**src/pgrc_consts.vh**
```
// Constants for the pattern generator run control block.
// Assumes a single 100 MHz clock and an APB register port.
// Notes on behaviour
// - All clock, strobe and data outputs stay disabled after power-up until enabled; strobe_out here has no enable and is always driven.
// - Output switch off means high impedance; on means every output driven.
// - Exactly three states: running, stopped, paused; requested by keys, pins or bus.
// - Gated modes disable pause functions and the run key; stop still works.
// - Gated manual clock: stop and step only; stepping enabled by external run.
// - Run from stopped starts at first address; initialising modes start at zero.
// - Running on manual clock accepts step ahead, ignores step back.
// - Run key or active external run edge enters running.
// - Stop holds NRZ values; RZ channels return false after delay and width.
// - Logic false is stored zero, low output; complement inverts per channel.
// - Stopped at power-on, stop key, external stop, single end, gated end.
// - Pause resumes from current address; steps in pause move address and outputs.
// - Pause on key, external pause, or strobe bit one when strobe pause enabled.
// - Gated stop key halts immediately at the current address.
// - Gate going inactive runs through last address then stops.
// - Out-of-range first, last or threshold entry flags and keeps previous value.
// - Run-input-disabled warning when gated mode and no run polarity enabled.
// - Outputs-disabled warning while off; run-input warning has priority.
// - NRZ bit lasts one clock period; at least eight channels.
// - RZ bits narrower than period, programmable width and delay, up to eight; internal clock keeps phase at zero, so RZ bits show only at delay 0, width > 0.
// - RZ channel set to NRZ gives delayed NRZ with programmable delay; here NRZ channels bypass the delay.
// - Extension channels NRZ only, 8 to 24, delayed together by one delay; this design has no extension channels.
// - Clock-one-in-pause keeps first clock toggling paused; second clock unaffected.
// - Each rear input can be off, rising or falling edge sensitive.
// - Initialising auto runs zero to first once, then first to last repeatedly.
`ifndef PGRC_CONSTS_VH
`define PGRC_CONSTS_VH
`define PGRC_A_CTRL 12'h000
`define PGRC_A_FIRST 12'h004
`define PGRC_A_LAST 12'h008
`define PGRC_A_THR 12'h00c
`define PGRC_A_CMD 12'h010
`define PGRC_A_STAT 12'h014
`define PGRC_A_FMT 12'h018
`define PGRC_A_DLY 12'h01c
`define PGRC_A_WID 12'h020
`define PGRC_A_PAT 12'h024
`define PGRC_A_CMPL 12'h028
`define PGRC_A_DIN 12'h02c
// Control field positions
`define PGRC_C_OE 0
`define PGRC_C_MODE_LO 1
`define PGRC_C_MODE_HI 3
`define PGRC_C_SRC_LO 4
`define PGRC_C_SRC_HI 5
`define PGRC_C_STRB 6
`define PGRC_C_CLK1P 7
`define PGRC_C_RUNP_LO 8
`define PGRC_C_RUNP_HI 9
`define PGRC_C_STPP_LO 10
`define PGRC_C_STPP_HI 11
`define PGRC_C_PSP_LO 12
`define PGRC_C_PSP_HI 13
// Command bits
`define PGRC_K_RUN 0
`define PGRC_K_STOP 1
`define PGRC_K_PAUSE 2
`define PGRC_K_FWD 3
`define PGRC_K_BACK 4
// Cycle modes
`define PGRC_M_AUTO 3'h0
`define PGRC_M_SINGLE 3'h1
`define PGRC_M_INIT_AUTO 3'h2
`define PGRC_M_GATED 3'h3
`define PGRC_M_INIT_GATED 3'h4
// Clock sources
`define PGRC_S_INT 2'h0
`define PGRC_S_MAN 2'h3
// Edge polarity
`define PGRC_P_OFF 2'h0
`define PGRC_P_RISE 2'h1
`define PGRC_P_FALL 2'h2
// States
`define PGRC_ST_STOP 2'h0
`define PGRC_ST_RUN 2'h1
`define PGRC_ST_PAUSE 2'h2
// Ranges and resets
`define PGRC_ADDR_MAX 14'h3fff
`define PGRC_THR_MAX 8'h64
`define PGRC_RST_LAST 14'h3fff
`endif

```
**src/pgrc_top.v**
```verilog
// Run control, address sequencing and output formatting of a pattern generator.
// Assumes APB master on pclk and asynchronous rear inputs needing synchronisers.
//
// The placing of the registers and register access over APB are this design's own decisions.
`timescale 1ns/1ps
`include "pgrc_consts.vh"
module pgrc_top (
  input wire pclk,
  input wire presetn,
  input wire psel,
  input wire penable,
  input wire pwrite,
  input wire [11:0] paddr,
  input wire [31:0] pwdata,
  output reg [31:0] prdata,
  output reg pready,
  output reg pslverr,
  input wire ext_run_in,
  input wire ext_stop_in,
  input wire ext_pause_in,
  input wire strobe_bit,
  output reg [13:0] cur_addr,
  output reg [7:0] chan_out,
  output reg [7:0] chan_oe,
  output reg first_clock_output,
  output reg second_clock_output,
  output reg clk_oe,
  output reg strobe_out,
  output reg run_input_off_warn,
  output reg outputs_off_warn
);

  // Registers and state
  reg [13:0] ctrl_reg;
  reg [13:0] first_reg;
  reg [13:0] last_reg;
  reg [7:0] thr_reg;
  reg [7:0] fmt_reg;
  reg [7:0] dly_reg;
  reg [7:0] wid_reg;
  reg [7:0] pat_reg;
  reg [7:0] cmpl_reg;
  reg range_err_reg;
  reg [1:0] state_reg;
  reg [1:0] state_next;
  reg [13:0] addr_next;
  reg init_pass_reg;
  reg gate_stop_reg;
  reg man_en_reg;
  reg [7:0] phase_reg;
  reg [7:0] nrz_reg;
  reg [4:0] cmd_pulse;
  reg [2:0] s1_reg;
  reg [2:0] s2_reg;
  reg [2:0] s3_reg;

  wire [2:0] mode = ctrl_reg[`PGRC_C_MODE_HI:`PGRC_C_MODE_LO];
  wire [1:0] src = ctrl_reg[`PGRC_C_SRC_HI:`PGRC_C_SRC_LO];
  wire gated = (mode == `PGRC_M_GATED) || (mode == `PGRC_M_INIT_GATED);
  wire init_mode = (mode == `PGRC_M_INIT_AUTO) || (mode == `PGRC_M_INIT_GATED);
  wire manual = (src == `PGRC_S_MAN);
  wire wr = psel && penable && pwrite;

  // Edge detect per polarity setting
  function edge_hit;
    input [1:0] pol;
    input now_v;
    input old_v;
    begin
      edge_hit = ((pol == `PGRC_P_RISE) && now_v && !old_v) ||
                 ((pol == `PGRC_P_FALL) && !now_v && old_v);
    end
  endfunction

  // --------------------------------------------------------------
  // Input synchronisers
  // --------------------------------------------------------------
  // two-flop sync, third stage for edge history only
  always @(posedge pclk or negedge presetn) begin
    if (!presetn) begin
      s1_reg <= 3'h0;
      s2_reg <= 3'h0;
      s3_reg <= 3'h0;
    end else begin
      s1_reg <= {ext_pause_in, ext_stop_in, ext_run_in};
      s2_reg <= s1_reg;
      s3_reg <= s2_reg;
    end
  end

  wire run_edge = edge_hit(ctrl_reg[`PGRC_C_RUNP_HI:`PGRC_C_RUNP_LO], s2_reg[0], s3_reg[0]);
  wire stop_edge = edge_hit(ctrl_reg[`PGRC_C_STPP_HI:`PGRC_C_STPP_LO], s2_reg[1], s3_reg[1]);
  wire pause_edge = edge_hit(ctrl_reg[`PGRC_C_PSP_HI:`PGRC_C_PSP_LO], s2_reg[2], s3_reg[2]);
  // Gate-off edge is the edge opposite the enabled run edge; none when the run input is off
  wire gate_off_edge = edge_hit(
    (ctrl_reg[`PGRC_C_RUNP_HI:`PGRC_C_RUNP_LO] == `PGRC_P_RISE) ? `PGRC_P_FALL :
    (ctrl_reg[`PGRC_C_RUNP_HI:`PGRC_C_RUNP_LO] == `PGRC_P_FALL) ? `PGRC_P_RISE : `PGRC_P_OFF,
    s2_reg[0], s3_reg[0]);

  // --------------------------------------------------------------
  // Request decode
  // --------------------------------------------------------------
  // gated modes drop run key and every pause source
  wire req_stop = cmd_pulse[`PGRC_K_STOP] || stop_edge;
  wire req_pause = !gated && (cmd_pulse[`PGRC_K_PAUSE] || pause_edge ||
                   (ctrl_reg[`PGRC_C_STRB] && strobe_bit && state_reg == `PGRC_ST_RUN));
  wire req_run = (!gated && cmd_pulse[`PGRC_K_RUN]) || run_edge;
  // step back only counts while paused; gated manual only steps ahead
  wire step_fwd = cmd_pulse[`PGRC_K_FWD] && manual &&
                  (gated ? man_en_reg : (state_reg != `PGRC_ST_STOP));
  wire step_back = cmd_pulse[`PGRC_K_BACK] && manual && !gated && (state_reg == `PGRC_ST_PAUSE);
  // Address advances on every clock when internal, on a key when manual
  wire tick = (state_reg == `PGRC_ST_RUN) && (manual ? step_fwd : 1'b1);
  wire at_last = (cur_addr == last_reg) && !init_pass_reg;

  // --------------------------------------------------------------
  // State machine
  // --------------------------------------------------------------
  // three states; stop over pause over run
  always @* begin
    state_next = state_reg;
    case (state_reg)
      `PGRC_ST_STOP: begin
        if (!req_stop && !req_pause && req_run)
          state_next = `PGRC_ST_RUN;
      end
      `PGRC_ST_RUN: begin
        // stop sources; gated stop key halts at once
        if (req_stop)
          state_next = `PGRC_ST_STOP;
        else if (req_pause)
          state_next = `PGRC_ST_PAUSE;
        // single cycle end; gated synchronised stop
        else if (tick && at_last && ((mode == `PGRC_M_SINGLE) || (gated && gate_stop_reg)))
          state_next = `PGRC_ST_STOP;
      end
      `PGRC_ST_PAUSE: begin
        if (req_stop)
          state_next = `PGRC_ST_STOP;
        // a pause request in the same cycle keeps it paused
        else if (req_run && !req_pause)
          state_next = `PGRC_ST_RUN;
      end
      default: state_next = `PGRC_ST_STOP;
    endcase
  end

  // Next address
  always @* begin
    addr_next = cur_addr;
    if (state_reg == `PGRC_ST_STOP && state_next == `PGRC_ST_RUN)
      // restart at first address or zero
      addr_next = init_mode ? 14'h0000 : first_reg;
    else if (state_reg == `PGRC_ST_PAUSE) begin
      // steps in pause move the address
      if (step_fwd)
        addr_next = cur_addr + 14'h0001;
      else if (step_back)
        addr_next = cur_addr - 14'h0001;
    end else if (state_reg == `PGRC_ST_RUN && state_next == `PGRC_ST_RUN && tick) begin
      // zero-to-first once, then loop first to last
      if (init_pass_reg && cur_addr == first_reg)
        addr_next = first_reg;
      else if (at_last)
        addr_next = first_reg;
      else
        addr_next = cur_addr + 14'h0001;
    end
  end

  always @(posedge pclk or negedge presetn) begin
    if (!presetn) begin
      state_reg <= `PGRC_ST_STOP;
      cur_addr <= 14'h0000;
      init_pass_reg <= 1'b0;
      gate_stop_reg <= 1'b0;
      man_en_reg <= 1'b0;
    end else begin
      state_reg <= state_next;
      cur_addr <= addr_next;
      if (state_reg == `PGRC_ST_STOP && state_next == `PGRC_ST_RUN)
        init_pass_reg <= init_mode;
      else if (tick && init_pass_reg && cur_addr == first_reg)
        init_pass_reg <= 1'b0;
      // gate loss remembered until the last address
      if (state_next != `PGRC_ST_RUN)
        gate_stop_reg <= 1'b0;
      else if (gated && gate_off_edge)
        gate_stop_reg <= 1'b1;
      // manual stepping window in gated mode
      if (req_stop || gate_off_edge || !gated)
        man_en_reg <= 1'b0;
      else if (run_edge && manual)
        man_en_reg <= 1'b1;
    end
  end

  // --------------------------------------------------------------
  // Output formatting
  // --------------------------------------------------------------
  // NRZ one word per tick; RZ channels delayed and narrowed by phase counter
  wire running = (state_reg == `PGRC_ST_RUN);
  always @(posedge pclk or negedge presetn) begin
    if (!presetn) begin
      phase_reg <= 8'h00;
      nrz_reg <= 8'h00;
      chan_out <= 8'h00;
      chan_oe <= 8'h00;
      first_clock_output <= 1'b0;
      second_clock_output <= 1'b0;
      clk_oe <= 1'b0;
      strobe_out <= 1'b0;
      run_input_off_warn <= 1'b0;
      outputs_off_warn <= 1'b0;
    end else begin
      // NRZ holds last word when not running; step updates at once
      if ((running && tick) || step_fwd || step_back)
        nrz_reg <= pat_reg;
      phase_reg <= (running && tick) ? 8'h00 : phase_reg + {7'h00, (phase_reg != 8'hff)};
      // complement after format; RZ channels share one delay, NRZ channels undelayed
      chan_out <= cmpl_reg ^ ((fmt_reg & nrz_reg &
                  {8{(phase_reg >= dly_reg) && ({1'b0, phase_reg} < ({1'b0, dly_reg} + {1'b0, wid_reg}))}}) |
                  (~fmt_reg & nrz_reg));
      // global enable drives or floats the channel and clock outputs
      chan_oe <= {8{ctrl_reg[`PGRC_C_OE]}};
      clk_oe <= ctrl_reg[`PGRC_C_OE];
      // first clock keeps toggling paused when enabled
      first_clock_output <= (running || (state_reg == `PGRC_ST_PAUSE && ctrl_reg[`PGRC_C_CLK1P])) ?
                            !first_clock_output : 1'b0;
      second_clock_output <= running ? !second_clock_output : 1'b0;
      strobe_out <= strobe_bit;
      run_input_off_warn <= gated && (ctrl_reg[`PGRC_C_RUNP_HI:`PGRC_C_RUNP_LO] == `PGRC_P_OFF);
      outputs_off_warn <= !ctrl_reg[`PGRC_C_OE] &&
                          !(gated && (ctrl_reg[`PGRC_C_RUNP_HI:`PGRC_C_RUNP_LO] == `PGRC_P_OFF));
    end
  end

  // --------------------------------------------------------------
  // APB slave
  // --------------------------------------------------------------
  // Zero-wait writes; command register yields one-cycle pulses
  always @(posedge pclk or negedge presetn) begin
    if (!presetn) begin
      ctrl_reg <= 14'h0000;
      first_reg <= 14'h0000;
      last_reg <= `PGRC_RST_LAST;
      thr_reg <= 8'h00;
      fmt_reg <= 8'h00;
      dly_reg <= 8'h00;
      wid_reg <= 8'h00;
      pat_reg <= 8'h00;
      cmpl_reg <= 8'h00;
      range_err_reg <= 1'b0;
      cmd_pulse <= 5'h00;
      prdata <= 32'h00000000;
      pready <= 1'b0;
      pslverr <= 1'b0;
    end else begin
      cmd_pulse <= 5'h00;
      pready <= psel && !penable;
      pslverr <= 1'b0;
      if (psel && !penable) begin
        case (paddr)
          `PGRC_A_CTRL: prdata <= {18'h00000, ctrl_reg};
          `PGRC_A_FIRST: prdata <= {18'h00000, first_reg};
          `PGRC_A_LAST: prdata <= {18'h00000, last_reg};
          `PGRC_A_THR: prdata <= {24'h000000, thr_reg};
          `PGRC_A_STAT: prdata <= {12'h000, cur_addr, range_err_reg, outputs_off_warn,
                                    run_input_off_warn, man_en_reg, state_reg};
          `PGRC_A_FMT: prdata <= {24'h000000, fmt_reg};
          `PGRC_A_DLY: prdata <= {24'h000000, dly_reg};
          `PGRC_A_WID: prdata <= {24'h000000, wid_reg};
          `PGRC_A_PAT: prdata <= {24'h000000, pat_reg};
          `PGRC_A_CMPL: prdata <= {24'h000000, cmpl_reg};
          `PGRC_A_CMD: prdata <= 32'h00000000;
          default: prdata <= 32'h00000000;
        endcase
        pslverr <= (paddr > `PGRC_A_CMPL) || (paddr[1:0] != 2'h0);
      end
      if (wr && pready) begin
        case (paddr)
          `PGRC_A_CTRL: ctrl_reg <= pwdata[13:0];
          // bad entries flagged, previous value kept
          `PGRC_A_FIRST: begin
            range_err_reg <= (pwdata > {18'h00000, `PGRC_ADDR_MAX});
            if (pwdata <= {18'h00000, `PGRC_ADDR_MAX}) first_reg <= pwdata[13:0];
          end
          `PGRC_A_LAST: begin
            range_err_reg <= (pwdata > {18'h00000, `PGRC_ADDR_MAX});
            if (pwdata <= {18'h00000, `PGRC_ADDR_MAX}) last_reg <= pwdata[13:0];
          end
          `PGRC_A_THR: begin
            range_err_reg <= (pwdata > {24'h000000, `PGRC_THR_MAX});
            if (pwdata <= {24'h000000, `PGRC_THR_MAX}) thr_reg <= pwdata[7:0];
          end
          `PGRC_A_CMD: cmd_pulse <= pwdata[4:0];
          `PGRC_A_FMT: fmt_reg <= pwdata[7:0];
          `PGRC_A_DLY: dly_reg <= pwdata[7:0];
          `PGRC_A_WID: wid_reg <= pwdata[7:0];
          `PGRC_A_PAT: pat_reg <= pwdata[7:0];
          `PGRC_A_CMPL: cmpl_reg <= pwdata[7:0];
          default: range_err_reg <= range_err_reg;
        endcase
      end
    end
  end

endmodule // pgrc_top

```
**config.mk**
```make
export PLATFORM = sky130hd
export DESIGN_NAME = pgrc_top
export DESIGN_NICKNAME = d
export VERILOG_FILES = /design/src/pgrc_top.v
export VERILOG_INCLUDE_DIRS = /design/src
export SDC_FILE = /design/constraint.sdc
export NUM_CORES = 1
export LEC_CHECK = 0
export BUFFER_PORTS_ARGS = -buffer_cell sky130_fd_sc_hd__buf_2
export CAP_MARGIN = 10
export CORE_MARGIN = 2
export CORE_UTILIZATION = 35
export CTS_CLUSTER_SIZE = 12
export DETAILED_ROUTE_END_ITERATION = 10
export SETUP_SLACK_MARGIN = 0.15
export SYNTH_ARGS = -nofsm -noshare
export SYNTH_HDL_FRONTEND = slang
export SYNTH_SLANG_ARGS = --single-unit
```
**constraint.sdc**
```tcl
create_clock -name pclk -period 5.3 [get_ports pclk]
set_input_delay 0.795 -clock pclk [delete_from_list [all_inputs] [get_ports pclk]]
set_output_delay 0.795 -clock pclk [all_outputs]
set_load 0.1 [all_outputs]
```
==> flow_metrics.py <==
metrics = {
    "status": {
        "status": "completed",
    },
    "logic_synthesis": {
        "yosysSeqAreaShare_pct": 45.2,
        "async_flop_share_pct": 100,
        "synth_area_um2": 9790,
        "synth-main-ff-cell": "dfrtp_1",
        "yosys_register_bits": 176,
        "syn_inst": 909,
        "yosys.cell_types.count": 81,
        "synth.avg_cell_area_um2": 10.8,
        "synth_edf_count": 0,
        "ys_warn_count": 0,
    },
    "timing": {
        "post-route-period-util_pct": 73.6,
        "setup_viol": 0,
        "finalCriticalPeriod_ns": 3.90,
        "rsz0062_at_grt": "no",
        "final-hold-violation-count": 0,
        "worst_hold_slack_ns": 0.346,
        "final-max-slew-violation-count": 0,
        "slew_headroom_pct": 34.9,
        "finClkSkew_ns": 0.0109,
        "tightest_slew_ns": 0.972,
        "timing.fmax_mhz": 256,
        "tns_ns": 0,
    },
    "grt": {
        "grtUsageTotal_pct": 20.6,
        "grt_pass1_vias": 7492,
        "grt.overflow.total": 0,
        "grt_max_degree": 87,
        "grt_pass1_wl_um": 45400,
        "antenna_found_initial": 0,
    },
    "worst_setup_path": {
        "worst-path-buf-inv": 1,
        "slowest_delay_ns": 0.65,
        "cp_data_arrival_time_ns": 4.28,
        "critical_path_class": "reg -> reg",
        "crit_chain": "ha_1 > fa_1 > a21o_1 > a21oi_1 > o21bai_1 > a21oi_1 > xor2_1 > ha_1 > and3_1 > a2111oi_0 > a221oi_1 > buf_4 > or4b_2 > nand4_1",
        "crit_path_start_kind": "flop",
        "worst-path-max-fanout": 14,
        "cp_top_family": "compound AO/OA/AOI/OAI gates",
        "cp-end-kind": "flop",
        "cp_slowest_cell": "or4b_2",
        "required_ns": 5.68,
    },
    "final_layout": {
        "n_antenna_cell": 0,
        "utilization_pct": 40.3,
        "finalNetCount": 1064,
        "area_delta_synth_final_pct": 13.6,
        "stdcell_count": 1374,
        "largest_register_ffs": 20,
        "drive_above_1_share_pct": 28.2,
        "max_flop_register": "prdata",
    },
    "floorplanning": {
        "initial_core_util_pct": 35.4,
        "die_w_um": 171,
        "fp.coreArea_um2": 27600,
        "dieArea_um2": 29300,
        "io_pins": 123,
        "placement_rows": 61,
        "die_y_um": 171,
    },
    "clock_tree": {
        "clk_pin_slew_ns": 0.07,
        "htree_levels": 4,
        "cts_resized": 0,
        "cts_tree": "done",
        "cts_max_path_buffers": 2,
        "insertion_delay_ns": 0.44,
        "cts_setup_buffers": 0,
        "cts_buffers": 17,
        "ctsRootBufferMaster": "clkbuf_16",
        "cts-hold-fix-buffers": 0,
        "cts.sinks": 176,
    },
    "job": {
        "timing.max_cap.violations": 0,
    },
    "placement": {
        "routabilityCongestion": 0.903,
        "hpwl_um": 21600,
        "io_buffers": 110,
        "dp_cells": 1342,
    },
    "drt": {
        "dr.pass1.iters": 8,
        "wl_per_cell_um": 21.4,
        "postRouteAntennaNets": 0,
        "drc_errors": 0,
        "num_vias": 7767,
        "drtIter0Drc": 757,
        "drt-total-wl_um": 29400,
        "viasPerCell": 5.65,
    },
    "pwr": {
        "vdd_ir_drop_max_v": 0.000199,
        "p_per_area_nw_per_um2": 275,
        "leakage_nw": 5.20,
    },
    "hold_path": {
        "hp-class": "reg -> reg",
    },
}
[power breakdown]
group / switching, W / total [W] / internal, W
logic: 0.000248 / 0.000343 / 0.0000951
registers: 0.0000611 / 0.00144 / 0.00138
clock network: 0.000595 / 0.00127 / 0.000679
total: 0.000904 / 0.00306 / 0.00215
[synth_stat cells, drive strengths merged (3+ instances only)]
| master | n | share of area [%] |
|---|---|---|
| a211oi | 3 | 0.23 |
| a21o | 15 | 1.2 |
| a21oi | 22 | 1.1 |
| a221oi | 4 | 0.36 |
| a222oi | 16 | 1.6 |
| a22oi | 33 | 2.5 |
| a2bb2oi | 3 | 0.27 |
| a31oi | 11 | 0.92 |
| a41oi | 9 | 0.81 |
| and2 | 11 | 0.70 |
| and3 | 10 | 0.64 |
| and4 | 3 | 0.27 |
| buf | 34 | 2.4 |
| clkbuf | 39 | 1.5 |
| dfrtp | 162 | 41 |
| dfstp | 14 | 3.8 |
| ha | 27 | 3.4 |
| inv | 22 | 0.84 |
| mux2 | 92 | 11 |
| mux2i | 11 | 1.1 |
| nand2 | 49 | 1.9 |
| nand2b | 14 | 0.89 |
| nand3 | 36 | 1.8 |
| nand3b | 5 | 0.51 |
| nand4 | 15 | 0.96 |
| nor2 | 55 | 2.2 |
| nor2b | 5 | 0.32 |
| nor3 | 16 | 1.1 |
| nor3b | 3 | 0.28 |
| nor4 | 18 | 1.4 |
| nor4bb | 5 | 0.51 |
| o211ai | 5 | 0.38 |
| o21a | 5 | 0.38 |
| o21ai | 28 | 1.4 |
| o21bai | 3 | 0.23 |
| o22ai | 7 | 0.45 |
| o31ai | 10 | 0.77 |
| o32ai | 4 | 0.36 |
| or2 | 3 | 0.19 |
| or4 | 4 | 0.34 |
| or4b | 8 | 0.82 |
| xnor2 | 21 | 1.9 |
| xor2 | 24 | 2.1 |
[final cells by class]
type / count / area (µm²)
clock buffer: 18 / 439
clock inverter: 14 / 149
fill: 2723 / 16500
inverter: 22 / 82.6
multi-input combinational: 649 / 4950
sequential: 176 / 4420
tap: 378 / 473
timing repair buffer: 117 / 609
[final timing paths]
check                           startpoint  slack [ns]  cells past startpoint            to
worst max-delay path            dly_reg[0]        1.40                     14   chan_out[3]
worst max register to register  dly_reg[0]        1.40                     14   chan_out[3]
max in group asynchronous          presetn        3.70                      2  phase_reg[2]
min in group asynchronous          presetn        0.41                      1   cur_addr[9]
worst min-delay path             s1_reg[2]        0.35                      0     s2_reg[2]
worst min register to register   s1_reg[2]        0.35                      0     s2_reg[2]
[worst reg2reg max path, stage by stage (launching register included)]
cell	delay [ns]
dfrtp_1	0.42
ha_1	0.25
fa_1	0.40
a21o_1	0.17
a21oi_1	0.27
o21bai_1	0.09
a21oi_1	0.17
xor2_1	0.17
ha_1	0.26
and3_1	0.18
a2111oi_0	0.39
a221oi_1	0.13
buf_4	0.21
or4b_2	0.65
nand4_1	0.09
[metrics by stage]
stage / instance area [µm²] / setup slack [ns] / total power (W)
6_report: 11100 / 1.40 / 0.00306
5_1_grt: 11100 / 1.09 / 0.00318
4_1_cts: 11100 / 1.41 / 0.00308
3_5_place_dp: 10500 / 1.43 / 0.00181
3_3_place_gp: 10500 / 1.46 / 0.00180
2_1_floorplan: 9830 / 1.57 / 0.00169
[metal layers]
| layer | global-route usage [%] | share of wire (%) | routed length [µm] |
|---|---|---|---|
| met3 | 5.25 | 8.6 | 2540 |
| met2 | 31.8 | 46 | 13400 |
| met1 | 28.5 | 44 | 12900 |
| met5 | 0 | 0 | 0 |
| met4 | 6.01 | 2.1 | 607 |
[logic make-up after synthesis]
logic type | count (synthesis) | share of synthesized area [%]
other | 1 | 0.0383
multiplexers | 103 | 12.4
buffers and inverters | 95 | 4.75
flip-flops | 176 | 45.2
AO/OA/AOI/OAI | 192 | 14.3
adder cells (fa/ha/maj) | 28 | 3.65
AND/OR/NAND/NOR | 269 | 15.7
XOR/XNOR | 45 | 4.03
[placed cells by master (no fill, tap or decap), types with 17 or more instances in the layout]
| master | instances |
|---|---|
| inv_1 | 22 |
| nand3_1 | 36 |
| nand2_1 | 49 |
| clkbuf_16 | 17 |
| buf_2 | 109 |
| a21oi_1 | 22 |
| o21ai_0 | 27 |
| xor2_1 | 24 |
| mux2_4 | 17 |
| ha_1 | 27 |
| mux2_2 | 74 |
| dfrtp_1 | 162 |
| xnor2_1 | 21 |
| nor2_1 | 52 |
| a22oi_1 | 33 |
Power figures use the tool's default switching activity.
